--- src/core/pmcs_pkg.sv ---
// pmcs_pkg: offsets, field layout, reset values and carrier types for the power control register
package pmcs_pkg;

  // register byte offsets
  localparam logic [11:0] PMCS_PM_CTRL_OFS  = 12'h0C4;
  localparam logic [11:0] PMCS_IRQ_STAT_OFS = 12'h100;
  localparam logic [11:0] PMCS_IRQ_MASK_OFS = 12'h104;

  // field positions within the power control and status word
  localparam int PMCS_PS_LSB   = 0;
  localparam int PMCS_PS_MSB   = 1;
  localparam int PMCS_CTX_BIT  = 3;
  localparam int PMCS_WEN_BIT  = 8;
  localparam int PMCS_WST_BIT  = 15;

  // power state codes
  localparam logic [1:0] PMCS_PS_D0    = 2'h0;
  localparam logic [1:0] PMCS_PS_D1    = 2'h1;
  localparam logic [1:0] PMCS_PS_D2    = 2'h2;
  localparam logic [1:0] PMCS_PS_D3HOT = 2'h3;

  // reset values
  localparam logic [1:0] PMCS_PS_RST   = 2'h0;
  localparam logic       PMCS_CTX_RST  = 1'h1;
  localparam logic       PMCS_WEN_RST  = 1'h0;
  localparam logic       PMCS_WST_RST  = 1'h0;
  localparam logic [2:0] PMCS_IRQ_RST  = 3'h0;

  // interrupt status and mask layout
  localparam int PMCS_IRQ_W     = 3;
  localparam int PMCS_IRQ_WAKE  = 0;
  localparam int PMCS_IRQ_PSCHG = 1;
  localparam int PMCS_IRQ_BADPS = 2;

  typedef struct packed {
    logic [11:0] addr;
    logic [31:0] wdata;
    logic        wr;
    logic        rd;
  } pmcs_req_t;

endpackage : pmcs_pkg

--- src/core/pmcs_ctrl.sv ---
// pmcs_ctrl: per-port power management control and status register with wake event tracking
`timescale 1ns/1ns

module pmcs_ctrl
  import pmcs_pkg::*;
#(
  parameter bit IS_UPSTREAM = 1'b0
) (
  // clock and resets
  input  wire logic        clk,
  input  wire logic        reset_n,
  input  wire logic        hot_reset,
  // register port
  input  wire pmcs_req_t   reg_req,
  output logic      [31:0] reg_rdata,
  // wake events and messages
  input  wire logic        port_wake_event,
  input  wire logic        fwd_wake_msg,
  output logic             wake_msg_req,
  output logic             wake_fwd_out,
  // power and context
  input  wire logic        ctx_unlock,
  output logic       [1:0] power_state,
  output logic             context_preserved_flag,
  output logic             ctx_reset_req,
  // interrupt
  output logic             irq
);

  // ---------------------------------------------------------------- decode
  wire logic       pm_sel   = (reg_req.addr == PMCS_PM_CTRL_OFS);
  wire logic       st_sel   = (reg_req.addr == PMCS_IRQ_STAT_OFS);
  wire logic       mk_sel   = (reg_req.addr == PMCS_IRQ_MASK_OFS);
  wire logic       wr_pm    = reg_req.wr & pm_sel;
  wire logic       wr_st    = reg_req.wr & st_sel;
  wire logic       wr_mk    = reg_req.wr & mk_sel;
  wire logic [1:0] ps_wdata = reg_req.wdata[PMCS_PS_MSB:PMCS_PS_LSB];

  // ---------------------------------------------------------------- state
  logic [1:0]            ps_r;
  logic [1:0]            ps_nxt;
  logic                  ctx_r;
  logic                  ctx_nxt;
  logic                  wen_r;
  logic                  wen_nxt;
  logic                  wst_r;
  logic                  wst_nxt;
  logic [PMCS_IRQ_W-1:0] stat_r;
  logic [PMCS_IRQ_W-1:0] stat_nxt;
  logic [PMCS_IRQ_W-1:0] mask_r;
  logic [PMCS_IRQ_W-1:0] mask_nxt;
  logic [31:0]           rdata_r;
  logic [31:0]           rdata_nxt;
  logic [31:0]           pm_word;
  logic                  wmsg_r;
  logic                  fwd_r;
  logic                  ctxrst_r;
  logic                  irq_r;

  // only the two supported codes are accepted; D1/D2 writes leave the state as it was
  wire logic ps_legal = (ps_wdata == PMCS_PS_D0) | (ps_wdata == PMCS_PS_D3HOT);
  wire logic ps_write = wr_pm & ps_legal;
  wire logic ps_bad   = wr_pm & ~ps_legal;
  wire logic ps_chg   = ps_write & (ps_wdata != ps_r);

  // leaving D3hot for D0 asks the core to reset its context unless it is kept
  wire logic d3_exit  = ps_write & (ps_r == PMCS_PS_D3HOT) & (ps_wdata == PMCS_PS_D0);

  // the upstream port never originates a wake event
  wire logic own_wake = port_wake_event & ~IS_UPSTREAM;

  // hot reset returns power state and context to their reset values; interrupt status and mask keep theirs
  assign ps_nxt  = hot_reset ? PMCS_PS_RST :
                   ps_write  ? ps_wdata    : ps_r;
  // write-locked: only while the init path holds the unlock
  assign ctx_nxt = hot_reset             ? PMCS_CTX_RST                 :
                   (wr_pm & ctx_unlock)  ? reg_req.wdata[PMCS_CTX_BIT] : ctx_r;
  // sticky: hot reset does not touch it
  assign wen_nxt = wr_pm ? reg_req.wdata[PMCS_WEN_BIT] : wen_r;
  // set wins over a same-cycle write-one clear; forwarded messages play no part
  assign wst_nxt = own_wake |
                   (wst_r & ~(wr_pm & reg_req.wdata[PMCS_WST_BIT]));

  wire logic [PMCS_IRQ_W-1:0] irq_ev;
  assign irq_ev[PMCS_IRQ_WAKE]  = own_wake;
  assign irq_ev[PMCS_IRQ_PSCHG] = ps_chg;
  assign irq_ev[PMCS_IRQ_BADPS] = ps_bad;

  wire logic [PMCS_IRQ_W-1:0] irq_clr = wr_st ? reg_req.wdata[PMCS_IRQ_W-1:0]
                                              : {PMCS_IRQ_W{1'b0}};
  assign stat_nxt = irq_ev | (stat_r & ~irq_clr);
  assign mask_nxt = wr_mk ? reg_req.wdata[PMCS_IRQ_W-1:0] : mask_r;

  // read word: unimplemented and reserved positions stay zero
  always_comb begin
    pm_word                              = 32'h0000_0000;
    pm_word[PMCS_PS_MSB:PMCS_PS_LSB]     = ps_r;
    pm_word[PMCS_CTX_BIT]                = ctx_r;
    pm_word[PMCS_WEN_BIT]                = wen_r;
    pm_word[PMCS_WST_BIT]                = wst_r;
  end

  wire logic [31:0] stat_word = {{(32-PMCS_IRQ_W){1'b0}}, stat_r};
  wire logic [31:0] mask_word = {{(32-PMCS_IRQ_W){1'b0}}, mask_r};

  // unmapped addresses read zero; data stands only in the cycle after the strobe
  assign rdata_nxt = ~reg_req.rd ? 32'h0000_0000 :
                     pm_sel      ? pm_word       :
                     st_sel      ? stat_word     :
                     mk_sel      ? mask_word     : 32'h0000_0000;

  // ---------------------------------------------------------------- flops
  // sticky fields follow only the fundamental reset
  always_ff @(posedge clk or negedge reset_n) begin
    if (!reset_n) begin
      wen_r <= PMCS_WEN_RST;
      wst_r <= PMCS_WST_RST;
    end else begin
      wen_r <= wen_nxt;
      wst_r <= wst_nxt;
    end
  end

  always_ff @(posedge clk or negedge reset_n) begin
    if (!reset_n) begin
      ps_r   <= PMCS_PS_RST;
      ctx_r  <= PMCS_CTX_RST;
      stat_r <= PMCS_IRQ_RST;
      mask_r <= PMCS_IRQ_RST;
    end else begin
      ps_r   <= ps_nxt;
      ctx_r  <= ctx_nxt;
      stat_r <= stat_nxt;
      mask_r <= mask_nxt;
    end
  end

  always_ff @(posedge clk or negedge reset_n) begin
    if (!reset_n) begin
      rdata_r  <= 32'h0000_0000;
      wmsg_r   <= 1'b0;
      fwd_r    <= 1'b0;
      ctxrst_r <= 1'b0;
      irq_r    <= 1'b0;
    end else begin
      rdata_r  <= rdata_nxt;
      wmsg_r   <= own_wake & wen_r;
      fwd_r    <= fwd_wake_msg;
      ctxrst_r <= d3_exit & ~ctx_r;
      irq_r    <= |(stat_r & mask_r);
    end
  end

  assign reg_rdata              = rdata_r;
  assign wake_msg_req           = wmsg_r;
  assign wake_fwd_out           = fwd_r;
  assign power_state            = ps_r;
  assign context_preserved_flag = ctx_r;
  assign ctx_reset_req          = ctxrst_r;
  assign irq                    = irq_r;
endmodule : pmcs_ctrl

--- config.mk ---
export PLATFORM = sky130hd
export DESIGN_NAME = pmcs_ctrl
export DESIGN_NICKNAME = d
export VERILOG_FILES = /design/src/core/pmcs_pkg.sv /design/src/core/pmcs_ctrl.sv
export SDC_FILE = /design/constraint.sdc
export NUM_CORES = 1
export LEC_CHECK = 0
export BUFFER_PORTS_ARGS = -buffer_cell sky130_fd_sc_hd__buf_2
export CORE_MARGIN = 3
export CORE_UTILIZATION = 42
export CTS_CLUSTER_SIZE = 25
export DETAILED_ROUTE_END_ITERATION = 12
export PLACE_DENSITY = 0.84
export SYNTH_ARGS = -nofsm -noshare
export SYNTH_HDL_FRONTEND = slang
export SYNTH_SLANG_ARGS = --single-unit
export TNS_END_PERCENT = 20
--- constraint.sdc ---
create_clock -name clk -period 1.75 [get_ports clk]
set_input_delay 0.0875 -clock clk [delete_from_list [all_inputs] [get_ports clk]]
set_output_delay 0.0875 -clock clk [all_outputs]
set_load 0.05 [all_outputs]
======== After elaboration in Yosys (flattened, before gate mapping) ========
Cells that the tools add are included.
word-level totals
  flip-flop bits (word level) ............. 31
  input bits .............................. 52
  output and inout bits ................... 39
  word-level logic and storage cells ...... 52
cells by class
  bitwise gates (word level) .............. 22
  muxes and demuxes ....................... 9
  reductions and logical operators ........ 4
  equal/unequal tests ..................... 6
operators with widths
  operator                                                          count
  16-bit 2-to-1 mux                                                 2
  12-bit by 9-bit == test with 1-bit output, second input constant  2
  1-bit AND                                                         13
  12-bit by 8-bit == test with 1-bit output, second input constant  1
  3-bit 2-to-1 mux                                                  3
  3-bit AND                                                         2
  2-bit == test, second input constant                              2
  2-bit 2-to-1 mux                                                  2
  2-bit nonzero test                                                2
  1-bit NOT                                                         3
  3-bit NOT                                                         1
  3-bit bitwise OR                                                  1
  3-bit OR reduction                                                1
  2-bit zero test                                                   1
  1-bit 2-to-1 mux                                                  2
  2-bit inequality test                                             1
  1-bit bitwise OR                                                  2

======== Logic depth before layout (Yosys ltp) ========
Gate-level depths: netlist of the first run.
  word-level depth ........................ 6
  mapped depth ............................ 6
  depth with buffers taken out ............ 6

======== Least setup slack after synthesis of the first run ========
No wires, ideal clock.
  kind .................................... input to register
  start point ............................. input port reg_req[45] (netlist name)
  end point ............................... register ctx_r, in the netlist context_preserved_flag
  slack ................................... 177 ps
  arrival ................................. 1,490 ps
  path buffers ............................ 1
  data required time ...................... 1,666 ps
  stages on the path ...................... 5
  path through ............................ or4_4 > buf_6 > nor4_4 > a21boi_1 > a311o_1
between the ends
  longest elaborated chain between the ends .. 4
RTL lines
  element                                    line              RTL
  start, declared                            pmcs_ctrl.sv:14   input wire pmcs_req_t reg_req,
  12-bit by 8-bit == test with 1-bit output  pmcs_ctrl.sv:31   wire logic pm_sel = (reg_req.addr == PMCS_PM_CTRL_OFS);
  1-bit AND                                  pmcs_ctrl.sv:34   wire logic wr_pm = reg_req.wr & pm_sel;
  1-bit AND                                  pmcs_ctrl.sv:77   (wr_pm & ctx_unlock) ? reg_req.wdata[PMCS_CTX_BIT] : ctx_r;
  2-bit nonzero test (no source line)        -
  end signal, assigned                       pmcs_ctrl.sv:132  ctx_r <= ctx_nxt;
  end, declared                              pmcs_ctrl.sv:42   logic ctx_r;
No other way between the ends.
A chain may end at the register's enable or synchronous reset.

======== Final worst setup path of the first run ========
Same ends and word-level chain as after synthesis.

==> results of run 1 <==
[metal layers]
metal	share of wire, %	global-route usage (%)
met5	0	0
met1	42	16.2
met2	43	20.0
met3	14	3.07
met4	1.4	4.85
[cell type report]
cell class	count	area (sq um)	area share [%]
repair buffers	46	260	18.9
inverters	5	18.8	1.36
well taps	30	37.5	2.72
flip-flops and latches	21	527	38.2
clock buffers	4	26.3	1.91
multi-input cells	77	509	36.9
[stage by stage]
stage | cells | hold slack, ps | power [mW] | instance area (sq um)
final | 183 | 22.8 | 0.914 | 1380
after global routing | 183 | 19.2 | 0.952 | 1380
after CTS | 183 | 13.9 | 0.922 | 1380
after detailed placement | 175 | 58.2 | 0.695 | 1310
after global placement | 175 | 45.9 | 0.692 | 1310
after floorplan | 132 | -208 | 0.695 | 1270
[power breakdown]
group	switching [mW]	internal [mW]
Sequential	0.000682	0.487
Clock	0.133	0.0888
Combinational	0.166	0.0384
Total	0.300	0.614
[critical path: cells and delay by family]
kind                   cells  cell delay [ps]
and+or+nand+nor            2              870
AOI/OAI and AO/OA          2              380
buffers and inverters      2              290
[cells in the mapped netlist, types with 2 or more instances]
cell type,number
a21o_1,2
and2_1,4
buf_4,26
dfrtp_1,20
inv_1,5
mux2_2,4
mux2i_1,5
nand2_1,7
nand2b_1,3
nor2_1,3
nor4_1,2
nor4_4,3
o21ai_1,2
or4_1,2
[worst max path at each step]
stage	slack [ps]	from	cells after the start	endpoint
floorplan	180	reg_req[45]	5	context_preserved_flag$_DFFE_PN1P_
global placement	50	reg_req[35]	5	mask_r[2]$_DFFE_PN0P_
detailed placement	40	reg_req[45]	6	context_preserved_flag$_DFFE_PN1P_
CTS	370	reg_req[45]	6	context_preserved_flag$_DFFE_PN1P_
global route	310	reg_req[35]	7	stat_r[2]$_DFF_PN0_
finish	370	reg_req[45]	6	context_preserved_flag$_DFFE_PN1P_
[what timing repair did]
item	in CTS	in global routing
hold buffers	4	0
endpoints found under the hold margin	24	0
endpoints found under the setup margin	0	0
[logic make-up after synthesis]
| family | after synthesis | synth area share, % |
|---|---|---|
| compound gates | 11 | 6.70 |
| fa+ha+maj | 1 | 1.06 |
| other cells | 1 | 0.319 |
| simple gates | 29 | 18.4 |
| buf+inv | 34 | 19.9 |
| xor+xnor | 1 | 0.745 |
| flops | 21 | 44.8 |
| mux | 9 | 8.09 |
[flip-flops by register name, indices dropped and copies added, names as in the netlist, 2 cells and up]
| name | count |
|---|---|
| mask_r | 3 |
| reg_rdata | 6 |
| power_state | 2 |
| stat_r | 3 |
==> results_dict.tcl, run 1 <==
set metrics [dict create \
    status "finished, final reports clean" \
    setup_tns_ps 0 \
    grt_max_degree 22 \
    die_area_sq_um 3470 \
    drt_iter0_drc 23 \
    vias_per_cell 4.61 \
    cts.htree.levels 1 \
    final_antenna_net_count 0 \
    synth-async-reset-ratio_pct 100 \
    rsz0062_at_grt "false" \
    insertion_delay_ps 300 \
    ys.flop_type "dfrtp_1" \
    crit_arrival_ps 1620 \
    timing.fmax_mhz 722 \
    synth_top_area_share_pct 42.6 \
    grt_first_pass_wirelength_um 3310 \
    drv_slew 0 \
    start_util_pct 45.8 \
    synth_area_leader_cell "dfrtp_1" \
    hold_depth 2 \
    endpoint_kind "register" \
    maxCapViolCount 0 \
    hold_viol 0 \
    fill_cells 235 \
    clkSinkCount 21 \
    p_leak_nw 0.745 \
    worstSetupPathType "input pin to register" \
    postCtsSetupBuffers 0 \
    r2r_cells 4 \
    die_h_um 58.9 \
    post_cts_resized 0 \
    clockBufferDepth 2 \
    port_buffers 38 \
    ys_top_cells_by_area "dfrtp_1 43%, buf_4 17%, nor4_4 5.4%" \
    diodes 0 \
    ys_seq_area_share_pct 44.8 \
    ys_types 33 \
    antenna_found_initial 0 \
    required_ps 1980 \
    layout_commonest_cell "buf_2" \
    final_layout_size_suffix_gt1_share_pct 35.9 \
    holdPathEnd "wen_r$_DFFE_PN0P_" \
    worst_clock_skew_ps 1.32 \
    period_needed_ps 1380 \
    final_cell_mix "38 x buf_2, 26 x conb_1, 20 x dfrtp_1, 7 x nand2_1" \
    layout.nets 207 \
    hp-start "reg_req[10]" \
    cts_tree "done" \
    ys_seq_elements 21 \
    synth_edf_count 0 \
    vdd_drop_max_v 0.000507 \
    grt_overflow_total 0 \
    pre_cts_slack_ps 41.2 \
    gr-usage-all-layers_pct 12.5 \
    fp.dieW_um 58.9 \
    ioPinCount 91 \
    finalSetupViolCount 0 \
    r2r_start "power_state[0]$_DFFE_PN0P_" \
    place_congestion 0.843 \
    power_density_nw_per_um2 663 \
    rows 18 \
    synthToLayoutAreaGrowth_pct 17.2 \
    grt_pass1_vias 777 \
    root_buffer "clkbuf_4" \
    cts_buffers 3 \
    finalCritPeriodShare_pct 79.1 \
    synth_area_sq_um 1180 \
    synth_warnings 0 \
    firstDrtPassIters 4 \
    drc_errors 0 \
    vias 844 \
    worstReg2RegEnd "stat_r[1]$_DFF_PN0_" \
    core_area_sq_um 2570 \
    routed_wirelength_um 2100 \
    syn_area_per_cell_sq_um 11.0 \
    routedWlPerCell_um 11.5 \
    post-dp-hpwl_um 1750 \
    hp-class "input pin to register" \
    layout_setup_ws_ps 366 \
    path_cells "buf_2 > or4_4 > nor4_4 > buf_4 > a21boi_1 > a311o_1" \
    crit_path_start_kind "input pin" \
    cp_slowest_stage_delay_ps 600 \
    utilization_pct 53.7 \
    synth_cells 107 \
    crit_fanout 6 \
    clk_pin_slew_worst_paths_ps 100 \
    r2r_slack_ps 760 \
    worst_path_max_delay_cell "or4_4" \
]
No activity file was read; power rests on OpenSTA's default activity.
==> run 2: changes to the inputs <==
--- a/config.mk
+++ b/config.mk
@@ -7,10 +7,10 @@
 export LEC_CHECK = 0
 export BUFFER_PORTS_ARGS = -buffer_cell sky130_fd_sc_hd__buf_2
 export CORE_MARGIN = 3
-export CORE_UTILIZATION = 42
+export CORE_UTILIZATION = 35
 export CTS_CLUSTER_SIZE = 25
 export DETAILED_ROUTE_END_ITERATION = 12
-export PLACE_DENSITY = 0.84
+export PLACE_DENSITY = 0.75
 export SYNTH_ARGS = -nofsm -noshare
 export SYNTH_HDL_FRONTEND = slang
 export SYNTH_SLANG_ARGS = --single-unit
==> constraint.sdc (replaced) <==
create_clock -name clk -period 1.2 [get_ports clk]
set_input_delay 0.06 -clock clk [delete_from_list [all_inputs] [get_ports clk]]
set_output_delay 0.06 -clock clk [all_outputs]
set_load 0.05 [all_outputs]
==> results_dict.tcl, run 2 (synthesis results as in run 1) <==
set metrics [dict create \
    status "complete, but fails checks" \
    violations "setup timing" \
    drv_slew 0 \
    required_ps 1390 \
    final_cell_mix "36 x buf_2, 26 x conb_1, 20 x dfrtp_1, 8 x buf_4, 7 x nand2_1" \
    ioPinCount 91 \
    finalSetupViolCount 13 \
    wirelength_met1_um 1030 \
    cts_buffers 3 \
    start_util_pct 37.6 \
    met2_length_um 1110 \
    crit_arrival_ps 1510 \
    drc_errors 0 \
    rows 20 \
    post-dp-hpwl_um 1960 \
    worst_clock_skew_ps 6.58 \
    grt_max_degree 22 \
    cts_tree "done" \
    maxCapViolCount 0 \
    multi_input_area_sq_um 533 \
    crit_fanout 6 \
    routedWlPerCell_um 11.9 \
    vias_per_cell 4.37 \
    gr-usage-all-layers_pct 11.8 \
    root_buffer "clkbuf_4" \
    regArea_sq_um 527 \
    vias 887 \
    drt_iter0_drc 41 \
    place_congestion 0.804 \
    hold_viol 0 \
    fill_cells 303 \
    pre_cts_slack_ps -463 \
    firstDrtPassIters 4 \
    port_buffers 38 \
    worstSetupPathType "input pin to register" \
    fp.dieW_um 64.0 \
    core_area_sq_um 3130 \
    diodes 0 \
    period_needed_ps 1320 \
    top_layer "met3" \
    placed_area_sq_um 1360 \
    die_h_um 64.0 \
    postCtsSetupBuffers 0 \
    hp-class "input pin to register" \
    routed-wl-met3_um 282 \
    finalPower_mw 1.36 \
    endpoint_kind "register" \
    setup_tns_ps -1030 \
    layout.nets 213 \
    clockBufferDepth 2 \
    clk_pin_slew_worst_paths_ps 110 \
    layout_setup_ws_ps -122 \
    largest_reg_flops 6 \
    utilization_pct 47.4 \
    grt_first_pass_wirelength_um 3870 \
    finalCritPeriodShare_pct 110 \
    final_antenna_net_count 0 \
    cts.htree.levels 1 \
    clkSinkCount 21 \
    routed_wirelength_um 2430 \
    antenna_found_initial 0 \
    timing.fmax_mhz 756 \
    grt_pass1_vias 882 \
    crit_path_start_kind "input pin" \
    stdcell_area_sq_um 1480 \
    p_leak_nw 0.788 \
    vdd_drop_max_v 0.000307 \
    synthToLayoutAreaGrowth_pct 26.2 \
    final_layout_size_suffix_gt1_share_pct 40.9 \
    power_density_nw_per_um2 917 \
    layout_commonest_cell "buf_2" \
    rsz0062_at_grt "true" \
    die_area_sq_um 4090 \
    grt_overflow_total 0 \
    insertion_delay_ps 300 \
]
==> run 2: changes by cell type in the layout (fill, tap and decap cells not counted), moves of 2 or more <==
cell	before	now
buf_4	4	8
dlygate4sd3_1	4	6
or4_4	1	3
or4_1	2	0
buf_2	38	36
buf_6	0	2
==> run 2: repair_timing <==
item,4_1_cts,5_1_grt
pin swaps,4,3
hold buffers,6,0
gates resized for setup,4,4
hold endpoints to repair,27,0
setup endpoints to repair,16,15
gates cloned,0,0
==> run 2: cell type report <==
cell class,count,area share (%)
repair buffers,52,21.8
well taps,44,3.71
clock inverters,1,0.337
multi-input cells,77,35.9
inverters,5,1.26
clock buffers,3,1.52
flip-flops and latches,21,35.5
==> run 2: worst paths after layout <==
| kind | startpoint | end | slack [ps] | cells past startpoint |
|---|---|---|---|---|
| worst max-delay path | reg_req[37] | mask_r[1]$_DFFE_PN0P_ | -120 | 4 |
| worst min-delay path | reg_req[4] | mask_r[2]$_DFFE_PN0P_ | 20 | 2 |
| worst max register to register | stat_r[0]$_DFF_PN0_ | irq$_DFF_PN0_ | 180 | 2 |
| worst min register to register | wst_r$_DFF_PN0_ | wst_r$_DFF_PN0_ | 500 | 1 |
| max in group asynchronous | reset_n | context_preserved_flag$_DFFE_PN1P_ | 640 | 2 |
| min in group asynchronous | reset_n | reg_rdata[8]$_DFF_PN0_ | 230 | 2 |
==> run 2: report_power, final <==
group	total [mW]	internal, mW	switching, mW
combinational	0.323	0.0715	0.251
clock	0.327	0.124	0.203
sequential	0.711	0.710	0.00109
==> run 2: per-stage QoR <==
step	std cells	hold slack, ps
5_1_grt	203	21.0
4_1_cts	203	21.0
2_1_floorplan	132	-236
6_report	203	22.0
3_5_place_dp	193	38.9
3_3_place_gp	193	24.2
==> run 2: layer usage <==
| layer | track usage, % | vias up |
|---|---|---|
| met5 | 0 | - |
| li1 | - | 417 |
| met4 | 3.23 | 0 |
| met1 | 16.0 | 406 |
| met3 | 2.28 | 0 |
| met2 | 19.0 | 64 |
==> run 2: worst max-delay path: stages <==
cell and delay (ps):
buf_6 90, or4_4 610, nor4_4 380, mux2_2 380
